$ cat config.mk
export PLATFORM = sky130hd
export DESIGN_NAME = mcs_top
export DESIGN_NICKNAME = d
export VERILOG_FILES = /design/src/shared/mcs_pkg.sv /design/src/rtl/mcs_top.sv /design/src/rtl/mcs_clock_gate.sv
export SDC_FILE = /design/constraint.sdc
export NUM_CORES = 1
export LEC_CHECK = 0
export ABC_CLOCK_PERIOD_IN_PS = 3300
export BUFFER_PORTS_ARGS = -buffer_cell sky130_fd_sc_hd__buf_2
export CAP_MARGIN = 40
export CORE_ASPECT_RATIO = 1.5
export CORE_MARGIN = 5
export CORE_UTILIZATION = 47
export DETAILED_ROUTE_END_ITERATION = 8
export PLACE_DENSITY = 0.95
export SLEW_MARGIN = 15
export SYNTH_ARGS = -nofsm -noshare
export SYNTH_HDL_FRONTEND = slang
export SYNTH_HIERARCHICAL = 1
export SYNTH_SLANG_ARGS = --single-unit
$ cat constraint.sdc
create_clock -name mclk -period 3.3 [get_ports mclk]
set_clock_uncertainty 0.15 [all_clocks]
set_input_delay 0.33 -clock mclk [delete_from_list [all_inputs] [get_ports mclk]]
set_output_delay 0.33 -clock mclk [all_outputs]
set_load 0.005 [all_outputs]
$ cat src/shared/mcs_pkg.sv
// Operation
// - Each peripheral module has its own independent clock-stop control bit.
// - A module in standby gets no system clock and halts in place.
// - Writing 0 to a module's bit puts that module into standby.
// - Writing 1 to a module's bit ends standby and restores its clock.
// - Reset sets both clock-stop registers to all ones.
// - Group one holds timer A, timer F, A/D and serial interface bits.
// - Group two holds LCD, PWM one, event counter and PWM two bits.
package mcs_pkg;

	localparam int unsigned MCS_DATA_W = 32;
	localparam int unsigned MCS_REG_W = 8;
	localparam int unsigned MCS_MOD_N = 8;

	// Byte addresses on the APB
	localparam logic [7:0] MCS_OFS_GRP_ONE = 8'h00;
	localparam logic [7:0] MCS_OFS_GRP_TWO = 8'h04;
	localparam logic [7:0] MCS_OFS_HALTED = 8'h08;

	localparam logic [7:0] MCS_GRP_RESET = 8'hff;

	// Bit positions, group one
	localparam int unsigned MCS_BIT_TIMER_A = 0;
	localparam int unsigned MCS_BIT_TIMER_F = 1;
	localparam int unsigned MCS_BIT_ADC = 2;
	localparam int unsigned MCS_BIT_SERIAL = 3;
	// Bit positions, group two
	localparam int unsigned MCS_BIT_LCD = 0;
	localparam int unsigned MCS_BIT_PWM_ONE = 1;
	localparam int unsigned MCS_BIT_EVENT_CNT = 2;
	localparam int unsigned MCS_BIT_PWM_TWO = 3;

	// Index into the module clock vector
	localparam int unsigned MCS_MOD_TIMER_A = 0;
	localparam int unsigned MCS_MOD_TIMER_F = 1;
	localparam int unsigned MCS_MOD_ADC = 2;
	localparam int unsigned MCS_MOD_SERIAL = 3;
	localparam int unsigned MCS_MOD_LCD = 4;
	localparam int unsigned MCS_MOD_PWM_ONE = 5;
	localparam int unsigned MCS_MOD_EVENT_CNT = 6;
	localparam int unsigned MCS_MOD_PWM_TWO = 7;

	typedef struct packed {
		logic [7:0] grp_one;
		logic [7:0] grp_two;
		logic [31:0] prdata;
		logic pready;
		logic pslverr;
	} mcs_state_t;

	localparam mcs_state_t MCS_STATE_RESET = '{
		grp_one: MCS_GRP_RESET,
		grp_two: MCS_GRP_RESET,
		prdata: 32'h0000_0000,
		pready: 1'b0,
		pslverr: 1'b0
	};

endpackage

$ cat src/rtl/mcs_top.sv
// Design decisions made here: the register addresses and register access over APB.
`timescale 1ns/1ps
`default_nettype none
module mcs_top #(
	parameter int unsigned ADDR_W = 8
) (
	input wire logic mclk,
	input wire logic nrst,
	input wire logic psel,
	input wire logic penable,
	input wire logic pwrite,
	input wire logic [ADDR_W-1:0] paddr,
	input wire logic [31:0] pwdata,
	input wire logic [3:0] pstrb,
	output logic [31:0] prdata,
	output logic pready,
	output logic pslverr,
	output logic timer_a_clock_on,
	output logic timer_f_clock_on,
	output logic adc_clock_on,
	output logic serial_if_clock_on,
	output logic lcd_clock_on,
	output logic pwm_one_clock_on,
	output logic event_counter_clock_on,
	output logic pwm_two_clock_on,
	output logic [7:0] module_clk
);

	if (ADDR_W < 4 || ADDR_W > 32) begin : g_bad_addr_w
		$error("ADDR_W must lie between 4 and 32");
	end

	mcs_pkg::mcs_state_t st_r;
	mcs_pkg::mcs_state_t st_nxt;

	logic [7:0] mod_en;
	wire logic [7:0] gate_en_q;
	wire logic [7:0] gclk_w;

	function automatic logic [1:0] reg_sel(input logic [ADDR_W-1:0] a);
		logic [1:0] s;
		s = 2'h3;
		if (a == ADDR_W'(mcs_pkg::MCS_OFS_GRP_ONE)) begin
			s = 2'h0;
		end else if (a == ADDR_W'(mcs_pkg::MCS_OFS_GRP_TWO)) begin
			s = 2'h1;
		end else if (a == ADDR_W'(mcs_pkg::MCS_OFS_HALTED)) begin
			s = 2'h2;
		end
		return s;
	endfunction

	logic access;
	logic [1:0] sel;
	assign access = psel & penable & ~st_r.pready;
	assign sel = reg_sel(paddr);

	always_comb begin
		st_nxt = st_r;
		st_nxt.pready = 1'b0;
		st_nxt.pslverr = 1'b0;
		// Answer one cycle into the access phase; pready drops right after
		if (access) begin
			st_nxt.pready = 1'b1;
			st_nxt.prdata = 32'h0000_0000;
			unique case (sel)
				2'h0: begin
					if (pwrite && pstrb[0]) begin
						st_nxt.grp_one = pwdata[7:0];
					end
					st_nxt.prdata = {24'h00_0000, st_r.grp_one};
				end
				2'h1: begin
					if (pwrite && pstrb[0]) begin
						st_nxt.grp_two = pwdata[7:0];
					end
					st_nxt.prdata = {24'h00_0000, st_r.grp_two};
				end
				2'h2: begin
					// Read-only view of clocks actually stopped at the gates
					st_nxt.prdata = {24'h00_0000, ~gate_en_q};
				end
				2'h3: begin
					st_nxt.pslverr = 1'b1;
				end
			endcase
		end
	end

	always_ff @(posedge mclk) begin
		if (!nrst) begin
			st_r <= mcs_pkg::MCS_STATE_RESET;
		end else begin
			st_r <= st_nxt;
		end
	end

	// Map register bits onto the module clock vector
	always_comb begin
		mod_en = 8'h00;
		mod_en[mcs_pkg::MCS_MOD_TIMER_A] = st_r.grp_one[mcs_pkg::MCS_BIT_TIMER_A];
		mod_en[mcs_pkg::MCS_MOD_TIMER_F] = st_r.grp_one[mcs_pkg::MCS_BIT_TIMER_F];
		mod_en[mcs_pkg::MCS_MOD_ADC] = st_r.grp_one[mcs_pkg::MCS_BIT_ADC];
		mod_en[mcs_pkg::MCS_MOD_SERIAL] = st_r.grp_one[mcs_pkg::MCS_BIT_SERIAL];
		mod_en[mcs_pkg::MCS_MOD_LCD] = st_r.grp_two[mcs_pkg::MCS_BIT_LCD];
		mod_en[mcs_pkg::MCS_MOD_PWM_ONE] = st_r.grp_two[mcs_pkg::MCS_BIT_PWM_ONE];
		mod_en[mcs_pkg::MCS_MOD_EVENT_CNT] = st_r.grp_two[mcs_pkg::MCS_BIT_EVENT_CNT];
		mod_en[mcs_pkg::MCS_MOD_PWM_TWO] = st_r.grp_two[mcs_pkg::MCS_BIT_PWM_TWO];
	end

	// One gate per module, so stopping one never touches another
	for (genvar i = 0; i < mcs_pkg::MCS_MOD_N; i++) begin : g_gate
		mcs_clock_gate u_gate (
			.mclk(mclk),
			.nrst(nrst),
			.en(mod_en[i]),
			.en_q(gate_en_q[i]),
			.gclk(gclk_w[i])
		);
	end

	assign module_clk = gclk_w;
	assign prdata = st_r.prdata;
	assign pready = st_r.pready;
	assign pslverr = st_r.pslverr;
	assign timer_a_clock_on = mod_en[mcs_pkg::MCS_MOD_TIMER_A];
	assign timer_f_clock_on = mod_en[mcs_pkg::MCS_MOD_TIMER_F];
	assign adc_clock_on = mod_en[mcs_pkg::MCS_MOD_ADC];
	assign serial_if_clock_on = mod_en[mcs_pkg::MCS_MOD_SERIAL];
	assign lcd_clock_on = mod_en[mcs_pkg::MCS_MOD_LCD];
	assign pwm_one_clock_on = mod_en[mcs_pkg::MCS_MOD_PWM_ONE];
	assign event_counter_clock_on = mod_en[mcs_pkg::MCS_MOD_EVENT_CNT];
	assign pwm_two_clock_on = mod_en[mcs_pkg::MCS_MOD_PWM_TWO];
endmodule
`default_nettype wire

$ cat src/rtl/mcs_clock_gate.sv
`timescale 1ns/1ps
`default_nettype none
module mcs_clock_gate (
	input wire logic mclk,
	input wire logic nrst,
	input wire logic en,
	output logic en_q,
	output logic gclk
);
	logic en_q_r;

	// Enable changes only while mclk is low, so no high phase is cut short
	always_ff @(negedge mclk) begin
		if (!nrst) begin
			en_q_r <= 1'b1;
		end else begin
			en_q_r <= en;
		end
	end

	assign en_q = en_q_r;
	assign gclk = mclk & en_q_r;
endmodule
`default_nettype wire

[Yosys cells after proc, flatten, opt, wreduce, memory -nomap -nowiden]
Cells that the tools add are included.
Cells by class
  eq/ne operators: 5
  multiplexer cells: 6
  bitwise operators: 12
  reduce and logical (&&, ||, !) cells: 6
Operators with widths (number)
  $pmux W8 S3: 1
  $and A1 B1 Y1: 10
  $eq A8 B3 Y1 const B: 1
  $eq A8 B4 Y1 const B: 1
  $logic_not A8 Y1: 1
  $not A8 Y8: 1
  $mux W2: 3
  $reduce_and A3 Y1: 2
  $eq A2 B2 Y1 const B: 2
  $eq A2 B1 Y1 const B: 1
  $logic_not A2 Y1: 1
  $mux W1: 2
  $reduce_and A2 Y1: 1
  $logic_and A1 B1 Y1: 1
  $not A1 Y1: 1
Word-level totals
  register bits after elaboration: 34
  input bits: 49
  output and inout port bits: 50
  logic and storage cells: 42

[Logic depth before layout (Yosys ltp)]
Gate-level depths: netlist (run 1).
  word-level depth: 7
  depth in mapped cells: 5
  gate-level depth less buffers: 3

[Modules after synthesis]
The synthesis (run 1) kept the hierarchy.
By module, submodules not included
  mcs_top: instances 1, cells an instance 146, area an instance 1458.9 sq um, sequential area each 520.5 sq um
  mcs_clock_gate: instances 8, cells an instance 4, area an instance 36.3 sq um, sequential area each 20.0 sq um

==> results of run 1 <==
## sequential cells by signal, summed over array words and instances, names as in the netlist
| name | flops |
|---|---|
| serial_if_clock_on | 1 |
| timer_a_clock_on | 1 |
| pwm_two_clock_on | 1 |
| adc_clock_on | 1 |
| st_r | 8 |
| lcd_clock_on | 1 |
| pslverr | 1 |
| event_counter_clock_on | 1 |
| prdata | 8 |
| timer_f_clock_on | 1 |
| g_gate.u_gate/en_q | 8 |
| pready | 1 |
| pwm_one_clock_on | 1 |
## synth_stat cells (2+ instances only)
master / number
sky130_fd_sc_hd__clkbuf_1: 4
sky130_fd_sc_hd__nand4b_1: 2
sky130_fd_sc_hd__o22ai_1: 8
sky130_fd_sc_hd__inv_1: 9
sky130_fd_sc_hd__buf_1: 2
sky130_fd_sc_hd__buf_4: 32
sky130_fd_sc_hd__or4_4: 2
sky130_fd_sc_hd__a22o_1: 8
sky130_fd_sc_hd__and2_1: 9
sky130_fd_sc_hd__nor2b_1: 24
sky130_fd_sc_hd__buf_6: 2
sky130_fd_sc_hd__nand2b_1: 9
sky130_fd_sc_hd__mux2i_1: 24
sky130_fd_sc_hd__dfxtp_1: 34
## power by group through the flow
| stage | Clock (uW) | Sequential (uW) | Combinational, uW |
|---|---|---|---|
| 6_report | 825 | 413 | 54.6 |
| 5_1_grt | 892 | 412 | 61.0 |
| 4_1_cts | 850 | 413 | 54.2 |
| 3_5_place_dp | 199 | 421 | 53.9 |
| 3_3_place_gp | 199 | 421 | 52.6 |
| 2_1_floorplan | 121 | 421 | 56.0 |
## kinds of logic after synthesis
group / after synthesis / share of synthesized area [%]
mux: 24 / 13.7
other cells: 1 / 0.214
buf+inv: 49 / 18.2
simple gates: 53 / 21.7
flops: 34 / 38.9
compound gates: 17 / 7.15
## final timing paths
check,to
max,module_clk[3]
min,st_r[38]
max reg2reg,prdata[0]
min reg2reg,prdata[1]
## worst max-delay path, cell delays in order (launching register included)
cell                      delay (ns)
sky130_fd_sc_hd__dfxtp_1        0.30
sky130_fd_sc_hd__and2_1         0.13
sky130_fd_sc_hd__buf_2          0.12
## per-stage QoR
step	setup WS [ns]	hold slack (ns)	power [uW]
2_1_floorplan	0.751	0.293	599
3_3_place_gp	0.577	0.307	673
3_5_place_dp	0.565	0.318	674
4_1_cts	0.133	0.0386	1320
5_1_grt	0.0892	0.0677	1370
6_report	0.149	0.0446	1290
## cell type report
cell class              count  area [um2]  share of cell area, %
clock buffers              18         189                   9.28
clock inverters            10        77.6                   3.81
inverters                   1        3.75                  0.184
multi-input cells         118         836                   41.1
flip-flops and latches     34         681                   33.4
well taps                  43        53.8                   2.64
repair buffers             39         195                   9.59
## per-layer routing
layer | global-route usage, % | vias up | share of wire, %
li1 | - | 617 | -
met1 | 12.5 | 560 | 33
met2 | 23.1 | 49 | 54
met3 | 7.23 | 17 | 8.2
met4 | 14.9 | 0 | 4.3
met5 | 0 | - | 0
==> flow_summary_export.csv, run 1 <==
group,metric,value,unit
global_routing,first_global_vias,1257,
route,dr.pass1.iters,4,
placed_design,port_buffers,47,
power_and_ir_drop,power.sequential.fraction,31.9,%
hold_path,worst_hold_path.num_cells,3,
setup_path,crit_start,"g_gate[3].u_gate/en_q",
logic_synthesis,synth_top_cell_by_area,"sky130_fd_sc_hd__dfxtp_1",
logic_synthesis,synth_seq_cells,34,
logic_synthesis,dominantRegCellSynth,"sky130_fd_sc_hd__dfxtp_1",
route,detail_route.vias_per_cell,4.73,
cts,cts.clk_slew.worst_paths,0.07,ns
floorplanning,die_h,84.7,um
setup_path,crit_arrival,2.67,ns
global_routing,overflow,0,
timing,rsz_0062_raised_after_global_routing,"false",
cts,clock_insertion_delay_worst_skew,0.47,ns
logic_synthesis,seq_area_frac_synth,38.9,%
power_and_ir_drop,p_sw,319,uW
final_layout,layout.nets,268,
cts,cts_tree,"yes",
setup_path,cp_data_required_time,2.82,ns
timing,tightestPinTransition,0.747,ns
route,ant_nets,0,
logic_synthesis,synth_top_area_share,38.9,%
floorplanning,starting_density_of_the_core,47.9,%
power_and_ir_drop,power_leakage,0.000976,uW
run_status,run_status,"complete, no violations",
cts,cts.repair_timing.setup_buffer_count,0,
setup_path,worstSetupStartpointType,"flip-flop",
global_routing,antenna_found_initial,0,
final_layout,num_antenna_cells,0,
logic_synthesis,post_synth_inst_count,178,
power_and_ir_drop,switching_share,24.7,%
power_and_ir_drop,power.combinational.fraction,4.2,%
setup_path,critical_path.endpoint_type,"output port",
floorplanning,core-area,3650,um2
timing,slew_violations,0,
job,maxCapViolations,0,
floorplanning,ios,99,
route,dr_total_vias,1243,
power_and_ir_drop,vdd_ir_drop_max,406,uV
setup_path,regToRegStartpoint,"g_gate[0].u_gate/en_q",
route,avgRoutedWirePerCell,13.3,um
route,drc_errors,0,
floorplanning,fp.dieW,59.8,um
power_and_ir_drop,p_int,973,uW
final_layout,finish.utilization,55.8,%
final_layout,fillers,323,
logic_synthesis,ys.warnings.count,6,
logic_synthesis,post_synth.cell_area_avg,9.83,um2
final_layout,postLayoutCellArea,2040,um2
final_layout,most_frequent_standard_cell_in_the_layout_excluding_fill_and_tap_cells,"sky130_fd_sc_hd__buf_2",
logic_synthesis,postSynth.asyncResetShare,0,%
final_layout,post_route_insts_no_fill,263,
logic_synthesis,synth_edf_count,0,
final_layout,post_route_cells_drive_above_1_share,29.1,%
setup_path,path_class,"flip-flop to output port",
route,final_wl,3500,um
timing,fin_tns_setup,0,ns
cts,ctsHoldBuffers,0,
global_routing,grt_pass1_wl,5370,um
global_routing,gr_util_all_layers,14.7,%
placed_design,placed_cell_area,1840,um2
route,initialDrtViolationCount,14,
timing,hold_viol_final,0,
cts,ctsResizeCount,0,
logic_synthesis,synth.top_cells.by_area,"sky130_fd_sc_hd__dfxtp_1, sky130_fd_sc_hd__mux2i_1, sky130_fd_sc_hd__buf_4, sky130_fd_sc_hd__nor2b_1, sky130_fd_sc_hd__a22o_1",
hold_path,worstHoldStart,"pwdata[4]",
floorplanning,num_rows,27,
logic_synthesis,yosysUniqueCellTypes,23,
placed_design,dpl_wire_length,2580,um
setup_path,crit_fanout,2,
placed_design,gpl.final_weighted_congestion,0.826,
global_routing,grt_start_max_net_pins,35,
logic_synthesis,syn-cell-area,1750,um2
hold_path,worstHoldPathType,"input pin to flip-flop",
power_and_ir_drop,pwr_density_cell,635,nW/um2
placed_design,placed_cells,251,
timing,report.final.setup_viol,0,
setup_path,worst-r2r-setup-slack,0.69,ns
timing,slew-limit-headroom,49.9,%
setup_path,worst_r2r_path_depth,2,
floorplanning,fp.dieArea,5070,um2
final_layout,mostFrequentLayoutCells,"sky130_fd_sc_hd__buf_2, sky130_fd_sc_hd__dfxtp_1, sky130_fd_sc_hd__mux2i_1, sky130_fd_sc_hd__nor2b_1, sky130_fd_sc_hd__conb_1",
power_and_ir_drop,clock_power_share,63.8,%
final_layout,area_growth_syn_to_layout,16.4,%
No activity file was read; power rests on OpenSTA's default activity.
==> run 2, diff against run 1 <==
--- a/config.mk
+++ b/config.mk
@@ -9,7 +9,7 @@
 export BUFFER_PORTS_ARGS = -buffer_cell sky130_fd_sc_hd__buf_2
 export CAP_MARGIN = 40
 export CORE_ASPECT_RATIO = 1.5
-export CORE_MARGIN = 5
+export CORE_MARGIN = 3
 export CORE_UTILIZATION = 47
 export DETAILED_ROUTE_END_ITERATION = 8
 export PLACE_DENSITY = 0.95
==> run 2 against run 1 <==
Net effect:
- combinational power about the same
- first-iteration DRC count increased by 36%
- clock power decreased by 8.8%
- global-route usage increased by 0.28 points
- total power decreased by 5.7%
- critical endpoint is now module_clk[2]
- highest routed layer unchanged
==> flow_summary_export.csv, run 2 (synthesis results as in run 1) <==
group,metric,value,unit
run_status,run_status,"complete, no violations",
floorplanning,fp.dieW,55.8,um
timing,report.final.setup_viol,0,
cts,cts_tree,"yes",
floorplanning,core-area,3480,um2
timing,hold_viol_final,0,
setup_path,cp_data_required_time,2.82,ns
timing,rsz_0062_raised_after_global_routing,"false",
cts,clock_insertion_delay_worst_skew,0.47,ns
route,avgRoutedWirePerCell,12.6,um
placed_design,placed_cell_area,1840,um2
final_layout,postLayoutCellArea,2010,um2
setup_path,worstSetupStartpointType,"flip-flop",
timing,fin_tns_setup,0,ns
global_routing,grt_start_max_net_pins,35,
final_layout,num_antenna_cells,0,
final_layout,post_route_cells_drive_above_1_share,29.1,%
power_and_ir_drop,pwr_density_cell,605,nW/um2
final_layout,fillers,307,
floorplanning,fp.dieArea,4500,um2
timing,slew-limit-headroom,48.9,%
final_layout,mostFrequentLayoutCells,"sky130_fd_sc_hd__buf_2, sky130_fd_sc_hd__dfxtp_1, sky130_fd_sc_hd__mux2i_1, sky130_fd_sc_hd__nor2b_1, sky130_fd_sc_hd__conb_1",
global_routing,grt_pass1_wl,5150,um
global_routing,first_global_vias,1217,
timing,timing.hold.ws,0.0487,ns
global_routing,gr_util_all_layers,15.0,%
route,final_wl,3310,um
final_layout,finish.utilization,57.9,%
route,dr_total_vias,1229,
power_and_ir_drop,vdd_ir_drop_max,412,uV
timing,slew_violations,0,
cts,cts.clk_slew.worst_paths,0.06,ns
job,maxCapViolations,0,
final_layout,post_route_insts_no_fill,262,
global_routing,overflow,0,
timing,tightestPinTransition,0.761,ns
cts,cts.repair_timing.setup_buffer_count,0,
route,initialDrtViolationCount,19,
global_routing,antenna_found_initial,0,
floorplanning,die_h,80.7,um
final_layout,layout.nets,268,
setup_path,crit_arrival,2.69,ns
setup_path,path_class,"flip-flop to output port",
placed_design,dpl_wire_length,2480,um
placed_design,placed_cells,250,
floorplanning,ios,99,
setup_path,crit_fanout,2,
route,drc_errors,0,
setup_path,crit_slowest_cell,"sky130_fd_sc_hd__dfxtp_1",
floorplanning,num_rows,26,
final_layout,most_frequent_standard_cell_in_the_layout_excluding_fill_and_tap_cells,"sky130_fd_sc_hd__buf_2",
power_and_ir_drop,power_leakage,0.000963,uW
setup_path,critical_path.endpoint_type,"output port",
cts,ctsResizeCount,0,
route,dr.pass1.iters,4,
placed_design,port_buffers,47,
setup_path,critical_path_cell_list,"and2_1 > buf_2",
final_layout,area_growth_syn_to_layout,15.2,%
hold_path,worstHoldPathType,"input pin to flip-flop",
route,ant_nets,0,
setup_path,critPathMaxStageDelay,0.33,ns
cts,ctsHoldBuffers,0,
placed_design,gpl.final_weighted_congestion,0.757,
route,detail_route.vias_per_cell,4.69,
floorplanning,starting_density_of_the_core,50.3,%
run 2: path summary, 6_finish.rpt:
path         cells after the start  slack (ns)       endpoint             startpoint
max                              2        0.13  module_clk[2]  g_gate[2].u_gate/en_q
min                              3        0.05       st_r[48]              pwdata[6]
max reg2reg                      2        0.69      prdata[0]  g_gate[0].u_gate/en_q
min reg2reg                      1        0.33      prdata[5]              prdata[5]
run 2: routing by layer:
metal | vias up | wire length, um | global-route usage [%]
met5 | - | 0 | 0
met4 | 0 | 82 | 12.6
met3 | 10 | 267 | 6.91
met2 | 50 | 1710 | 24.5
met1 | 553 | 1250 | 14.3
li1 | 616 | - | -
run 2: per-stage QoR:
step                      setup WS (ns)  power, uW
final                             0.132       1220
after detailed placement          0.538        674
after global placement            0.567        672
after floorplan                   0.751        599
after CTS                         0.129       1240
after global routing             0.0914       1280
run 2: area by class of cell:
class                           count  area, um2  share of cell area (%)
Inverter                            1       3.75                   0.186
Tap cell                           42       52.6                    2.61
Timing Repair Buffer               39        195                    9.69
Clock inverter                      8       30.0                    1.49
Multi-Input combinational cell    118        836                    41.5
Clock buffer                       20        216                    10.7
Sequential cell                    34        681                    33.8
run 2: where the power goes:
group	switching [uW]	leakage (uW)	internal (uW)
clock	285	0.000184	467
combinational	32.1	0.000504	22.4
sequential	0.468	0.000275	412
run 2: critical path: cells and delay by family (launching register included):
kind / cells / cell delay (ns)
buf+inv: 1 / 0.11
flops: 1 / 0.33
simple gates: 1 / 0.13
==> run 3, diff against run 2 <==
--- a/config.mk
+++ b/config.mk
@@ -12,7 +12,7 @@
 export CORE_MARGIN = 3
 export CORE_UTILIZATION = 47
 export DETAILED_ROUTE_END_ITERATION = 8
-export PLACE_DENSITY = 0.95
+export PLACE_DENSITY = 0.92
 export SLEW_MARGIN = 15
 export SYNTH_ARGS = -nofsm -noshare
 export SYNTH_HDL_FRONTEND = slang
==> run 3 against run 2 <==
Net effect:
- cell count stayed put
- design area is 2.0% lower
- global-route usage is 0.24 points lower
- sequential share of layout area is 0.71 points higher
- register-to-register slack hardly changed
- utilization is 1.2 points lower
==> flow_summary_export.csv, run 3 (synthesis results as in run 1) <==
group,metric,value,unit
setup_path,crit_arrival,2.69,ns
setup_path,cp_data_required_time,2.82,ns
hold_path,worst_hold_path.num_cells,3,
floorplanning,die_h,80.7,um
job,maxCapViolations,0,
floorplanning,num_rows,26,
placed_design,port_buffers,47,
timing,hold_viol_final,0,
setup_path,worst-r2r-setup-slack,0.68,ns
timing,slew_violations,0,
placed_design,gpl.final_weighted_congestion,0.716,
power_and_ir_drop,pwr_density_cell,567,nW/um2
floorplanning,starting_density_of_the_core,50.3,%
cts,cts.clk_slew.worst_paths,0.06,ns
timing,fin_tns_setup,0,ns
route,final_wl,3200,um
timing,rsz_0062_raised_after_global_routing,"false",
cts,ctsResizeCount,0,
cts,ctsHoldBuffers,0,
setup_path,crit_fanout,2,
route,avgRoutedWirePerCell,12.2,um
final_layout,post_route_cells_drive_above_1_share,27.7,%
setup_path,worst_r2r_path_depth,2,
final_layout,finish.utilization,56.7,%
floorplanning,fp.dieArea,4500,um2
cts,cts.repair_timing.setup_buffer_count,0,
route,dr.pass1.iters,4,
route,detail_route.vias_per_cell,4.67,
global_routing,grt_start_max_net_pins,35,
route,ant_nets,0,
final_layout,fillers,320,
final_layout,register_cell_area_after_layout,681,um2
setup_path,regToRegStartpoint,"g_gate[2].u_gate/en_q",
floorplanning,ios,99,
final_layout,most_frequent_standard_cell_in_the_layout_excluding_fill_and_tap_cells,"sky130_fd_sc_hd__buf_2",
power_and_ir_drop,power_leakage,0.000941,uW
final_layout,num_antenna_cells,0,
final_layout,mostFrequentLayoutCells,"sky130_fd_sc_hd__buf_2, sky130_fd_sc_hd__dfxtp_1, sky130_fd_sc_hd__mux2i_1, sky130_fd_sc_hd__nor2b_1, sky130_fd_sc_hd__conb_1",
final_layout,multi_input_area,836,um2
timing,tightestPinTransition,0.729,ns
cts,clock_insertion_delay_worst_skew,0.47,ns
setup_path,path_class,"flip-flop to output port",
placed_design,dpl_wire_length,2410,um
final_layout,layout.nets,268,
route,dr_total_vias,1224,
final_layout,area_growth_syn_to_layout,12.8,%
run_status,run_status,"complete, no violations",
global_routing,grt_pass1_wl,4990,um
global_routing,antenna_found_initial,0,
hold_path,min_to,"timer_f_clock_on",
setup_path,worstSetupStartpointType,"flip-flop",
hold_path,worstHoldPathType,"input pin to flip-flop",
global_routing,first_global_vias,1235,
timing,slew-limit-headroom,51.0,%
floorplanning,core-area,3480,um2
setup_path,critical_path.reg2reg.endpoint,"prdata[2]",
hold_path,worstHoldStart,"pwdata[1]",
power_and_ir_drop,vdd_ir_drop_max,381,uV
setup_path,critical_path.endpoint_type,"output port",
timing,report.final.setup_viol,0,
global_routing,gr_util_all_layers,14.8,%
route,initialDrtViolationCount,24,
route,drc_errors,0,
floorplanning,fp.dieW,55.8,um
global_routing,overflow,0,
cts,cts_tree,"yes",
## run 3: how the worst max path moves through the flow
stage | startpoint | to | depth (start not counted) | slack [ns]
6_report | g_gate[2].u_gate/en_q | module_clk[2] | 2 | 0.13
5_1_grt | g_gate[2].u_gate/en_q | module_clk[2] | 2 | 0.06
4_1_cts | g_gate[2].u_gate/en_q | module_clk[2] | 2 | 0.13
3_5_place_dp | nrst | g_gate[4].u_gate/en_q | 2 | 0.54
3_3_place_gp | nrst | g_gate[7].u_gate/en_q | 2 | 0.57
2_1_floorplan | g_gate[0].u_gate/en_q | module_clk[0] | 1 | 0.75
## run 3: layout make-up
cell class                      count  share of cell area, %
Sequential cell                    34                   34.5
Timing Repair Buffer               39                   9.89
Tap cell                           42                   2.66
Clock buffer                       19                   8.69
Multi-Input combinational cell    118                   42.4
Clock inverter                      9                   1.71
Inverter                            1                  0.190
## run 3: critical path: stages, from the launching register on
cell,delay (ns)
sky130_fd_sc_hd__dfxtp_1,0.35
sky130_fd_sc_hd__and2_1,0.13
sky130_fd_sc_hd__buf_2,0.10
## run 3: layer usage
layer	track usage (%)	vias up	part of all wire [%]
met5	0	-	0
met4	15.2	0	3.6
met3	5.47	10	6.2
met2	25.5	45	53
met1	12.7	553	37
li1	-	616	-
## run 3: power by group
group	switching, uW	internal (uW)
combinational	31.6	22.4
sequential	0.439	412
clock	274	378
total	306	813
## run 3: through the flow
step	power [uW]	cell area [um2]	setup slack (ns)	cells	hold slack (ns)
2_1_floorplan	599	1840	0.751	201	0.293
3_3_place_gp	673	1840	0.568	250	0.308
3_5_place_dp	674	1840	0.544	250	0.316
4_1_cts	1150	1970	0.133	262	0.0431
5_1_grt	1190	1970	0.0550	262	0.0504
6_report	1120	1970	0.132	262	0.0518
